$ cat src/logic/erb_pkg.sv
// Constants, mode enumeration and width checks shared by the embedded RAM block.
// Assumes a single-clock fabric around the block; no registers are reached by software.
//
// Behaviour
// - Simple dual-port: mixed widths allowed inside one family, never across families.
// - Simple dual-port has one write enable, one read enable; no clear on them.
// - Simple dual-port read output holds its data while read enable is low.
// - Simple dual-port read of the address being written returns the old data.
// - Simple dual-port runs with input/output enables besides read/write enables.
// - True dual-port: two reads, two writes or read plus write, any rates.
// - True dual-port runs with input/output enables besides per-port enables.
// - True dual-port widest shape is 256 by 16, or 18 with parity.
// - True dual-port mixed widths allowed inside one family, never across.
// - True dual-port write flows through to the same port's read output.
// - Shift register width times tap length times taps at most 4,608 bits.
// - Shift register width times taps at most 36 bits.
// - Shift register reads before writing each location, one step per cycle.
// - ROM is preloaded, address registered, output registered or not, single-port reads.
// - FIFO inputs synchronous, FIFO outputs combinational.
// - Write side takes data, address, write enable; read side the rest.
// - Each true dual-port side has its own enable for all its registers.
// - Data outputs are zero after reset, even with preloaded contents; fifo_rd_data is not cleared.
package erb_pkg;

  localparam int ERB_PLAIN_BITS  = 4096;
  localparam int ERB_PARITY_BITS = 4608;
  localparam int ERB_PARITY_UNIT = 9;
  localparam int ERB_SDP_MAX_W   = 36;
  localparam int ERB_TDP_MAX_W   = 18;
  localparam int ERB_SR_MAX_BITS = 4608;
  localparam int ERB_SR_MAX_W    = 36;
  localparam int ERB_FIFO_DEPTH  = 4;
  localparam logic [35:0] ERB_OUT_RESET = 36'h0_0000_0000;

  typedef enum logic [2:0] {
    ERB_SDP,
    ERB_TDP,
    ERB_SHIFT,
    ERB_ROM,
    ERB_FIFO
  } erb_mode_type;

  function automatic bit erb_parity_width(input int w);
    return (w % ERB_PARITY_UNIT) == 0;
  endfunction : erb_parity_width

  // Width is one of the documented port shapes and not above max_w.
  function automatic bit erb_width_ok(input int w, input int max_w);
    bit shape;
    shape = (w == 1) || (w == 2) || (w == 4) || (w == 8) || (w == 16) || (w == 32) ||
            (w == 9) || (w == 18) || (w == 36);
    return shape && (w <= max_w);
  endfunction : erb_width_ok

  function automatic int erb_total_bits(input int w);
    return erb_parity_width(w) ? ERB_PARITY_BITS : ERB_PLAIN_BITS;
  endfunction : erb_total_bits

endpackage : erb_pkg

$ cat src/logic/erb_ram.sv
// Embedded RAM block: shared word array, per-port access latches, optional
// output registers and the shift-register and FIFO arrangements.
// Assumes one clock mclk with synchronous reset; user logic steers the
// per-side enables to emulate separate clock rates and avoids write collisions.
`timescale 1ns/100ps
`default_nettype none
module erb_ram
  import erb_pkg::*;
#(
  parameter erb_mode_type MODE       = ERB_SDP,
  parameter int           A_W        = 16,
  parameter int           B_W        = 16,
  parameter bit           OUT_REG    = 1'b0,
  parameter int           SR_W       = 8,
  parameter int           SR_TAP_LEN = 16,
  parameter int           SR_TAPS    = 2,
  parameter int           FIFO_DEPTH = ERB_FIFO_DEPTH,
  parameter int           INIT_SEED  = 0,
  localparam int          TOTAL      = erb_total_bits(A_W),
  localparam int          A_AW       = $clog2(TOTAL / A_W),
  localparam int          B_AW       = $clog2(TOTAL / B_W)
)(
  input  wire logic                    mclk,          // Clock, 100 MHz.
  input  wire logic                    rst,           // Synchronous reset, active high.
  input  wire logic                    a_in_en,       // Port A input-side enable.
  input  wire logic                    a_out_en,      // Port A output-register enable.
  input  wire logic [A_AW-1:0]         a_addr,        // Port A address.
  input  wire logic [A_W-1:0]          a_wdata,       // Port A write data.
  input  wire logic                    a_we,          // Port A write enable.
  input  wire logic                    a_re,          // Port A read enable.
  output logic      [A_W-1:0]          a_rdata,       // Port A read data.
  input  wire logic                    b_in_en,       // Port B input-side enable.
  input  wire logic                    b_out_en,      // Port B output-register enable.
  input  wire logic [B_AW-1:0]         b_addr,        // Port B address.
  input  wire logic [B_W-1:0]          b_wdata,       // Port B write data.
  input  wire logic                    b_we,          // Port B write enable.
  input  wire logic                    b_re,          // Port B read enable.
  output logic      [B_W-1:0]          b_rdata,       // Port B read data.
  output logic                         tdp_collision, // Both ports wrote one word.
  output logic      [SR_W*SR_TAPS-1:0] sr_taps,       // Shift register taps.
  output logic                         fifo_wr_ready, // FIFO accepts a write.
  output logic                         fifo_rd_valid, // FIFO holds a word.
  output logic      [A_W-1:0]          fifo_rd_data,  // FIFO head word.
  output logic                         fifo_empty,    // FIFO empty.
  output logic                         fifo_full      // FIFO full.
);

  localparam int MIN_W = (A_W < B_W) ? A_W : B_W;
  localparam int WORDS = TOTAL / MIN_W;
  localparam int A_R   = A_W / MIN_W;
  localparam int B_R   = B_W / MIN_W;

  localparam bit IS_SDP   = (MODE == ERB_SDP);
  localparam bit IS_TDP   = (MODE == ERB_TDP);
  localparam bit IS_ROM   = (MODE == ERB_ROM);
  localparam bit IS_SHIFT = (MODE == ERB_SHIFT);
  localparam bit IS_FIFO  = (MODE == ERB_FIFO);
  localparam int MAX_W    = IS_TDP ? ERB_TDP_MAX_W : ERB_SDP_MAX_W;

  // Width checks for the chosen mode.
  if (!erb_width_ok(A_W, MAX_W) || !erb_width_ok(B_W, MAX_W)) begin : g_bad_shape
    $error("erb_ram port width is not a legal shape for this mode");
  end
  if (erb_parity_width(A_W) != erb_parity_width(B_W)) begin : g_bad_family
    $error("erb_ram ports mix the parity and plain width families");
  end
  if (IS_SHIFT && SR_W > A_W) begin : g_bad_sr
    $error("erb_ram shift word is wider than port A");
  end

  typedef logic [MIN_W-1:0] erb_word_type;

  erb_word_type   mem_reg [WORDS];
  erb_word_type   mem_next [WORDS];
  logic [A_W-1:0] a_lat_reg, a_lat_next, a_out_reg, a_out_next, a_rd_word;
  logic [B_W-1:0] b_lat_reg, b_lat_next, b_out_reg, b_out_next, b_rd_word;
  logic           coll_reg, coll_next;
  int             a_base;
  int             b_base;
  logic           a_wr_go;
  logic           b_wr_go;

  // Stand-in for the memory initialisation file: a fixed pattern per word.
  function automatic erb_word_type memory_init_file_word(input int idx);
    return MIN_W'(idx ^ INIT_SEED);
  endfunction : memory_init_file_word

  assign a_base  = int'(a_addr) * A_R;
  assign b_base  = int'(b_addr) * B_R;
  assign a_wr_go = a_in_en && a_we && (IS_SDP || IS_TDP);
  assign b_wr_go = b_in_en && b_we && IS_TDP;

  // Word array. Port B is applied after port A, so a collision keeps port B's
  // data here, but the user logic must not rely on that.
  always_comb begin
    mem_next = mem_reg;
    if (rst && IS_ROM) begin
      for (int i = 0; i < WORDS; i++) begin
        mem_next[i] = memory_init_file_word(i);
      end
    end else begin
      if (a_wr_go) begin
        for (int k = 0; k < A_R; k++) begin
          mem_next[a_base + k] = a_wdata[k*MIN_W +: MIN_W];
        end
      end
      if (b_wr_go) begin
        for (int k = 0; k < B_R; k++) begin
          mem_next[b_base + k] = b_wdata[k*MIN_W +: MIN_W];
        end
      end
    end
  end

  always_ff @(posedge mclk) begin
    mem_reg <= mem_next;
  end

  // Read words from the contents held before this edge's writes.
  always_comb begin
    a_rd_word = '0;
    b_rd_word = '0;
    for (int k = 0; k < A_R; k++) begin
      a_rd_word[k*MIN_W +: MIN_W] = mem_reg[a_base + k];
    end
    for (int k = 0; k < B_R; k++) begin
      b_rd_word[k*MIN_W +: MIN_W] = mem_reg[b_base + k];
    end
  end

  // Access latches: the address and enables are taken at the edge, which is
  // the input register; no reset term acts on the enables themselves.
  always_comb begin
    a_lat_next = a_lat_reg;
    b_lat_next = b_lat_reg;
    if (a_in_en) begin
      if (IS_TDP && a_we) begin
        a_lat_next = a_wdata;
      end else if ((IS_TDP || IS_ROM) && a_re) begin
        a_lat_next = a_rd_word;
      end
    end
    if (b_in_en) begin
      if (IS_TDP && b_we) begin
        b_lat_next = b_wdata;
      end else if ((IS_TDP || IS_SDP) && b_re) begin
        b_lat_next = b_rd_word;
      end
    end
    if (rst) begin
      a_lat_next = A_W'(ERB_OUT_RESET);
      b_lat_next = B_W'(ERB_OUT_RESET);
    end
  end

  always_ff @(posedge mclk) begin
    a_lat_reg <= a_lat_next;
    b_lat_reg <= b_lat_next;
  end

  // Optional output registers, each with its own enable.
  always_comb begin
    a_out_next = a_out_reg;
    b_out_next = b_out_reg;
    if (a_out_en) begin
      a_out_next = a_lat_reg;
    end
    if (b_out_en) begin
      b_out_next = b_lat_reg;
    end
    if (rst) begin
      a_out_next = A_W'(ERB_OUT_RESET);
      b_out_next = B_W'(ERB_OUT_RESET);
    end
  end

  always_ff @(posedge mclk) begin
    a_out_reg <= a_out_next;
    b_out_reg <= b_out_next;
  end

  assign a_rdata = OUT_REG ? a_out_reg : a_lat_reg;
  assign b_rdata = OUT_REG ? b_out_reg : b_lat_reg;

  // Flags a same-word write on both ports one cycle after it happened.
  always_comb begin
    coll_next = a_wr_go && b_wr_go &&
                (a_base < b_base + B_R) && (b_base < a_base + A_R);
    if (rst) begin
      coll_next = 1'b0;
    end
  end

  always_ff @(posedge mclk) begin
    coll_reg <= coll_next;
  end

  assign tdp_collision = coll_reg;

  erb_shreg #(
    .W       (SR_W),
    .TAP_LEN (SR_TAP_LEN),
    .TAPS    (SR_TAPS)
  ) u_shreg (
    .mclk     (mclk),
    .rst      (rst),
    .shift_en (IS_SHIFT && a_in_en),
    .shift_in (a_wdata[SR_W-1:0]),
    .taps     (sr_taps)
  );

  erb_fifo #(
    .W     (A_W),
    .DEPTH (FIFO_DEPTH)
  ) u_fifo (
    .mclk      (mclk),
    .rst       (rst),
    .in_valid  (IS_FIFO && a_we),
    .in_ready  (fifo_wr_ready),
    .in_data   (a_wdata),
    .out_valid (fifo_rd_valid),
    .out_ready (IS_FIFO && b_re),
    .out_data  (fifo_rd_data),
    .empty     (fifo_empty),
    .full      (fifo_full)
  );

endmodule : erb_ram
`default_nettype wire

$ cat src/logic/erb_fifo.sv
// Small show-ahead FIFO used in FIFO mode of the embedded RAM block.
// Assumes one clock and synchronous reset; the drain side may stall freely.
`timescale 1ns/100ps
`default_nettype none
module erb_fifo
  import erb_pkg::*;
#(
  parameter int W     = 16,
  parameter int DEPTH = ERB_FIFO_DEPTH
)(
  input  wire logic         mclk,      // Clock.
  input  wire logic         rst,       // Synchronous reset, active high.
  input  wire logic         in_valid,  // Write request.
  output logic              in_ready,  // Room for a word.
  input  wire logic [W-1:0] in_data,   // Write data.
  output logic              out_valid, // A word is available.
  input  wire logic         out_ready, // Read request.
  output logic [W-1:0]      out_data,  // Head word, combinational.
  output logic              empty,     // No words held.
  output logic              full       // All words held.
);

  localparam int PW = (DEPTH > 1) ? $clog2(DEPTH) : 1;
  localparam int CW = $clog2(DEPTH + 1);

  if (DEPTH < 2) begin : g_bad_depth
    $error("erb_fifo needs a depth of at least two");
  end

  logic [W-1:0]  mem_reg [DEPTH];
  logic [W-1:0]  mem_next [DEPTH];
  logic [PW-1:0] wr_ptr_reg, wr_ptr_next, rd_ptr_reg, rd_ptr_next;
  logic [CW-1:0] count_reg, count_next;
  logic          do_wr, do_rd;

  function automatic logic [PW-1:0] bump(input logic [PW-1:0] p);
    return (p == PW'(DEPTH - 1)) ? '0 : p + 1'b1;
  endfunction : bump

  assign empty     = (count_reg == '0);
  assign full      = (count_reg == CW'(DEPTH));
  assign in_ready  = !full;
  assign out_valid = !empty;
  assign out_data  = mem_reg[rd_ptr_reg];
  assign do_wr     = in_valid && in_ready;
  assign do_rd     = out_valid && out_ready;

  always_comb begin
    mem_next    = mem_reg;
    wr_ptr_next = wr_ptr_reg;
    rd_ptr_next = rd_ptr_reg;
    count_next  = count_reg;
    if (do_wr) begin
      mem_next[wr_ptr_reg] = in_data;
      wr_ptr_next          = bump(wr_ptr_reg);
    end
    if (do_rd) begin
      rd_ptr_next = bump(rd_ptr_reg);
    end
    if (do_wr && !do_rd) begin
      count_next = count_reg + 1'b1;
    end else if (do_rd && !do_wr) begin
      count_next = count_reg - 1'b1;
    end
    if (rst) begin
      wr_ptr_next = '0;
      rd_ptr_next = '0;
      count_next  = '0;
    end
  end

  always_ff @(posedge mclk) begin
    mem_reg    <= mem_next;
    wr_ptr_reg <= wr_ptr_next;
    rd_ptr_reg <= rd_ptr_next;
    count_reg  <= count_next;
  end

endmodule : erb_fifo
`default_nettype wire

$ cat src/logic/erb_shreg.sv
// Tapped shift register held in a circular word store of the embedded RAM block.
// Assumes one clock and synchronous reset; stored words are not cleared by reset.
`timescale 1ns/100ps
`default_nettype none
module erb_shreg
  import erb_pkg::*;
#(
  parameter int W       = 8,
  parameter int TAP_LEN = 16,
  parameter int TAPS    = 2
)(
  input  wire logic                mclk,     // Clock.
  input  wire logic                rst,      // Synchronous reset, active high.
  input  wire logic                shift_en, // Advance one position.
  input  wire logic [W-1:0]        shift_in, // New word.
  output logic      [W*TAPS-1:0]   taps      // Tap k in slice k, registered.
);

  localparam int L  = TAP_LEN * TAPS;
  localparam int PW = (L > 1) ? $clog2(L) : 1;

  if (W * TAP_LEN * TAPS > ERB_SR_MAX_BITS) begin : g_bad_bits
    $error("erb_shreg holds too many bits; cascade blocks instead");
  end
  if (W * TAPS > ERB_SR_MAX_W || TAP_LEN < 1 || W < 1 || TAPS < 1) begin : g_bad_width
    $error("erb_shreg tap word is too wide");
  end

  logic [W-1:0]      mem_reg [L];
  logic [W-1:0]      mem_next [L];
  logic [PW-1:0]     ptr_reg, ptr_next;
  logic [W*TAPS-1:0] taps_reg, taps_next;

  assign taps = taps_reg;

  // Taps are read from the old contents before the new word lands, which gives
  // the read-then-write order of a two-edge store within one rising edge.
  always_comb begin
    mem_next  = mem_reg;
    ptr_next  = ptr_reg;
    taps_next = taps_reg;
    if (shift_en) begin
      for (int k = 0; k < TAPS; k++) begin
        taps_next[k*W +: W] = mem_reg[(int'(ptr_reg) + L - (k + 1) * TAP_LEN) % L];
      end
      mem_next[ptr_reg] = shift_in;
      ptr_next = (ptr_reg == PW'(L - 1)) ? '0 : ptr_reg + 1'b1;
    end
    if (rst) begin
      ptr_next  = '0;
      taps_next = '0;
    end
  end

  always_ff @(posedge mclk) begin
    mem_reg  <= mem_next;
    ptr_reg  <= ptr_next;
    taps_reg <= taps_next;
  end

endmodule : erb_shreg
`default_nettype wire

$ cat config.mk
export PLATFORM = sky130hd
export DESIGN_NAME = erb_ram
export DESIGN_NICKNAME = d
export VERILOG_FILES = /design/src/logic/erb_pkg.sv /design/src/logic/erb_ram.sv /design/src/logic/erb_fifo.sv /design/src/logic/erb_shreg.sv
export SDC_FILE = /design/constraint.sdc
export NUM_CORES = 2
export LEC_CHECK = 0
export BUFFER_PORTS_ARGS = -buffer_cell sky130_fd_sc_hd__buf_2
export CAP_MARGIN = 10
export CORE_ASPECT_RATIO = 0.8
export CORE_UTILIZATION = 25
export CTS_CLUSTER_DIAMETER = 30
export CTS_CLUSTER_SIZE = 24
export DETAILED_ROUTE_END_ITERATION = 12
export MAX_ROUTING_LAYER = met4
export PLACE_DENSITY = 0.47
export SYNTH_ARGS = -nofsm -noshare
export SYNTH_HDL_FRONTEND = slang
export SYNTH_SLANG_ARGS = --single-unit
$ cat constraint.sdc
create_clock -name mclk -period 6.6 [get_ports mclk]
set_clock_uncertainty 0.2 [all_clocks]
set_input_delay 0.33 -clock mclk [delete_from_list [all_inputs] [get_ports mclk]]
set_output_delay 0.33 -clock mclk [all_outputs]
set_load 0.01 [all_outputs]
### Word level (Yosys, flattened, before mapping)

Cells that the tools add are included.

* bits in registers: 4112
* input port bits: 58
* word-level logic and storage cells: 271

* order comparisons: 3
* multiplexer cells: 6
* bitwise gates (word level): 2
* reduce and logical (&&, ||, !) cells: 3

Operators with widths (count)
* 4096-bit bitwise mux: 1
* 16-bit binary-select mux with 8-bit select: 1
* 16-bit demux with 8-bit select: 1
* 32-bit by 9-bit >= comparator with 1-bit output (second input constant): 2
* 8-bit inverter with 32-bit output: 2
* 16-bit 2-to-1 mux: 3
* 32-bit by 1-bit < comparator with 1-bit output (second input constant): 1
* 1-bit logical AND: 2
* 2-bit AND reduction: 1

### Depth between registers and ports, before layout

* word-level depth: 6
* depth in mapped cells: 13
* mapped depth without buffers: 7

### Hierarchy

A second synthesis with hierarchy kept.

* cells, all modules: 8301
* area total of the unflattened synthesis: 173470.1 um^2

Modules (own cells, without submodules)
* erb_ram: times used 1, cells an instance 7565, area an instance 159805.8 um^2, seq. area each 123318.3 um^2
* erb_shreg: times used 1, cells an instance 604, area an instance 10904.2 um^2, seq. area each 8107.8 um^2
* erb_fifo: times used 1, cells an instance 132, area an instance 2760.1 um^2, seq. area each 2062.0 um^2

### Worst setup path after synthesis

No wires, ideal clock.

* path kind: input-to-reg
* from: in b_addr[0]
* to: reg b_lat_reg[3], in the netlist b_rdata[3]
* arrival: 2.222 ns
* data required time: 6.275 ns
* setup slack: 4.053 ns
* stages: 9
* path buffers: 4
* path through: buf_6 -> buf_12 -> buf_12 -> buf_6 -> mux4_1 -> a2111oi_0 -> a2111oi_2 -> nand3_1 -> o211ai_2

* longest elaborated chain between the ends: 4

RTL lines
* start, declared: line erb_ram.sv:34 `input wire logic [B_AW-1:0] b_addr,`
* 8-bit inverter with 32-bit output (implied by the code): line erb_ram.sv:127 `b_rd_word[k*MIN_W +: MIN_W] = mem_reg[b_base + k];`
* 16-bit binary-select mux with 8-bit select: line erb_ram.sv:127
* 16-bit 2-to-1 mux (implied by the code) (2 in a row): line erb_ram.sv:127
* end signal, assigned: line erb_ram.sv:158 `b_lat_reg <= b_lat_next;`
* end, declared: line erb_ram.sv:76 `logic [B_W-1:0] b_lat_reg, b_lat_next, b_out_reg, b_out_next, b_rd_word;`

Every way passes these cells. The select of a mux whose other input is x is not followed.
A chain may end at the register's enable or synchronous reset.

### Worst setup path after layout

* from: in b_addr[2]
* to: reg b_lat_reg[5], in the netlist b_rdata[5]

Same word-level chain as after synthesis.

==> results.md <==
- Gr usage total: 0.158
- Final count of negative-setup-slack endpoints: 0
- Adder-cell area share of the yosys netlist: 0
- Vias/cell: ~4.8
- Fin crit share: 0.663
- F_max: approximately 230 MHz
- Initial Utilization: 0.251
- GPL Wtd Cong: around 0.83
- Final instance area: a little under 200000 um^2
- Die Height: roughly 720 um
- Final wirelength: roughly 500000 um
- Clock latency on the worst-skew pair: 1.09 ns
- Max-Cap Viols: 0
- Nets: around 8400
- CTS tree: built
- # rows: roughly 260
- Crit-path cells: dlygate4sd3_1, buf_6, buf_12, or3b_1, buf_4, o22ai_1, a211oi_1, o21ai_0, nand2_1, nor4_1, a211o_1
- Final Max Tran Viols: 0
- Post-synth ARST share: 0
- Synth-to-Final Area Change: 21.6%
- Worst Path Required: about 7.4 ns
- Ys Warns: 0
- Main combinational cell family by area after synthesis: multiplexers
- Post-CTS setup buffers: 0
- Drt drc: 0
- Cell Area, Placed: roughly 170000 um^2
- Routed Antenna Nets: 0
- Ports: between 100 and 150
- Period minus WS final: ~4.4 ns
- Ys flop type: edfxtp_1
- Leakage Power: about 0.062 uW
- Pre-Repair DR Iteration Count: 5
- Relative slew slack: 0.0536
- Grt total ovfl: 0
- Hold Path Class: in -> reg
- Initial antenna violation count: 71
- Number of global-route vias before repair: slightly above 80000
- Synthesized flop and latch total: around 4100
- Via count: 83100
- Critical path capture point type: flop
- Share of layout cells above drive strength 1: 0.274
- Post-Place Setup Slack: roughly 1.8 ns
- Worst setup margin: about 2.2 ns
- Synth Area in Simple Gates: 0.0209
- Peak supply drop: between 0.2 and 0.3 mV
- Seq/Total Area, Yosys: 0.770
- DIE WIDTH: 897 um
- H-tree depth: 6
- Routed len/inst: approximately 30 um
- Syn Area/Cell: between 20 and 25 um^2
- Resized Gates After CTS: 0
- Leading cell type in the layout, fill and taps excluded: edfxtp_1
- Crit Path Max Fanout: 45
- Number of synthesized flops with an enable pin: 4096
- PD cells: between 300 and 400 nW/um^2
- HPWL Detailed: between 300000 and 400000 um
- Cts bufs inserted: between 600 and 700
- Max stage delay on crit path: about 1.1 ns
- Unique masters post-synth: 80
- Startpoint Class: input port
- Clock tree buffer depth: 4
- Synth Area in Compound Gates: 0.0379
- Worst Tran Pin Value: between 1 and 1.5 ns
- Syn Std Cell Area: 160000 um^2
- Number of clock sinks: just over 4000
- Root buf cell: clkbuf_16
- First-pass GRT wire length: roughly 700000 um
- Most frequent cells in the layout: 4096 x edfxtp_1, 686 x clkbuf_16, 661 x mux4_2, 611 x mux2i_1, 393 x buf_4
- XOR/XNOR share of the synthesized area: 0
- Multiplexer share of the synthesized area: 0.144
- Max reg flops: about 4100
- Post-Syn Instances: ~7600
- Status: finished, final reports clean
- Largest net degree at the start of global routing: between 150 and 200
- RSZ-0062 raised after global routing: no
- Critical Path AT: 5.19 ns
- Die ar.: 644000 um^2
- Final Hold Vio Count: 0
- Initial DRC count: 10800
- PortBufs: 53
- Reg clk slew, reported paths: about 0.05 ns
- Minimum hold slack: roughly 0.073 ns
- CP max stage cell: nor4_1
- Setup TNS: 0 ns
- CP Class: in -> reg
- Area of the core: approximately 640000 um^2
## synthesized netlist by cell type (6+ instances only)
master / number / share of area
nor2_1: 319 / 0.0075
nor3_1: 24 / 0.00075
o22ai_1: 198 / 0.0077
o21bai_1: 7 / 0.00033
or3_1: 7 / 0.00027
o21ai_0: 58 / 0.0018
a221oi_1: 43 / 0.0024
a2111oi_0: 48 / 0.0026
a2111oi_2: 6 / 0.00056
a32o_1: 10 / 0.00063
mux2i_1: 611 / 0.038
a31oi_1: 28 / 0.0011
dfxtp_1: 16 / 0.0020
mux4_2: 661 / 0.093
and3_1: 10 / 0.00039
buf_6: 71 / 0.0050
buf_2: 84 / 0.0026
buf_8: 34 / 0.0032
o21ai_1: 8 / 0.00025
clkbuf_8: 40 / 0.0034
buf_4: 91 / 0.0043
a22oi_1: 120 / 0.0056
o221ai_1: 98 / 0.0054
buf_12: 36 / 0.0045
a211oi_1: 46 / 0.0022
nand4_1: 14 / 0.00055
mux4_1: 75 / 0.012
edfxtp_1: 4096 / 0.77
o211ai_2: 7 / 0.00055
nand2_1: 290 / 0.0068
nand3_1: 58 / 0.0018
nor2b_1: 13 / 0.00051
nor4_1: 13 / 0.00051
buf_1: 22 / 0.00052
a22o_1: 12 / 0.00066
clkbuf_1: 116 / 0.0027
a21oi_1: 117 / 0.0037
## report_power, final
group	total (uW)	internal [uW]	switching [uW]
Sequential	28800	28800	34.9
Combinational	2780	821	1960
Clock	35400	22400	13000
## critical path, delay by kind of cell
| kind | cells | cell delay, ns |
|---|---|---|
| simple gates | 3 | 2.27 |
| buf+inv | 4 | 1.78 |
| compound gates | 4 | 0.68 |
## stage by stage
| stage | instances | utilization | power, uW |
|---|---|---|---|
| floorplan | 7653 | - | 30700 |
| global placement | 16100 | 0.269 | 32100 |
| finish | 17400 | 0.306 | 67000 |
| CTS | 17400 | 0.305 | 67500 |
| global route | 17400 | 0.305 | 68700 |
| detailed placement | 16100 | 0.269 | 32100 |
## metal layers
metal  global-route usage  vias up  share of wire
met1                0.224    45000           0.44
li1                     -    33600              -
met5                    -        -              0
met4               0.0466        0          0.031
met2                0.225     3820           0.44
met3               0.0344      693          0.089
## layout make-up
class,count,area [um^2]
tap,8448,10600
timing repair buffer,525,4640
antenna,21,52.6
fill,61400,443000
clock buffer,751,17400
inverter,4,23.8
multi-input combinational,3036,33100
clock inverter,489,5550
sequential,4112,123000
## final timing paths
check,cells after the start,endpoint,from,slack (ns)
max reg2reg,9,b_rdata[9],mem_reg[1625],3.29
min reg2reg,1,b_rdata[11],b_rdata[11],0.27
max,11,b_rdata[5],b_addr[2],2.22
min,2,mem_reg[1436],a_wdata[12],0.07
## repair_timing
action / in CTS / in global routing
endpoints found under the setup margin: 0 / 0
hold endpoints to repair: 2087 / 0
hold buffers: 29 / 0
## logic make-up (layout without fill, tap and decap cells)
family                 after synthesis  in the layout
AO/OA/AOI/OAI                      846            846
buffers and inverters              505           1769
flip-flops                        4112           4112
AND/OR/NAND/NOR                    785            785
multiplexers                      1352           1352
other                                2             74
No activity file was read; power rests on OpenSTA's default activity.
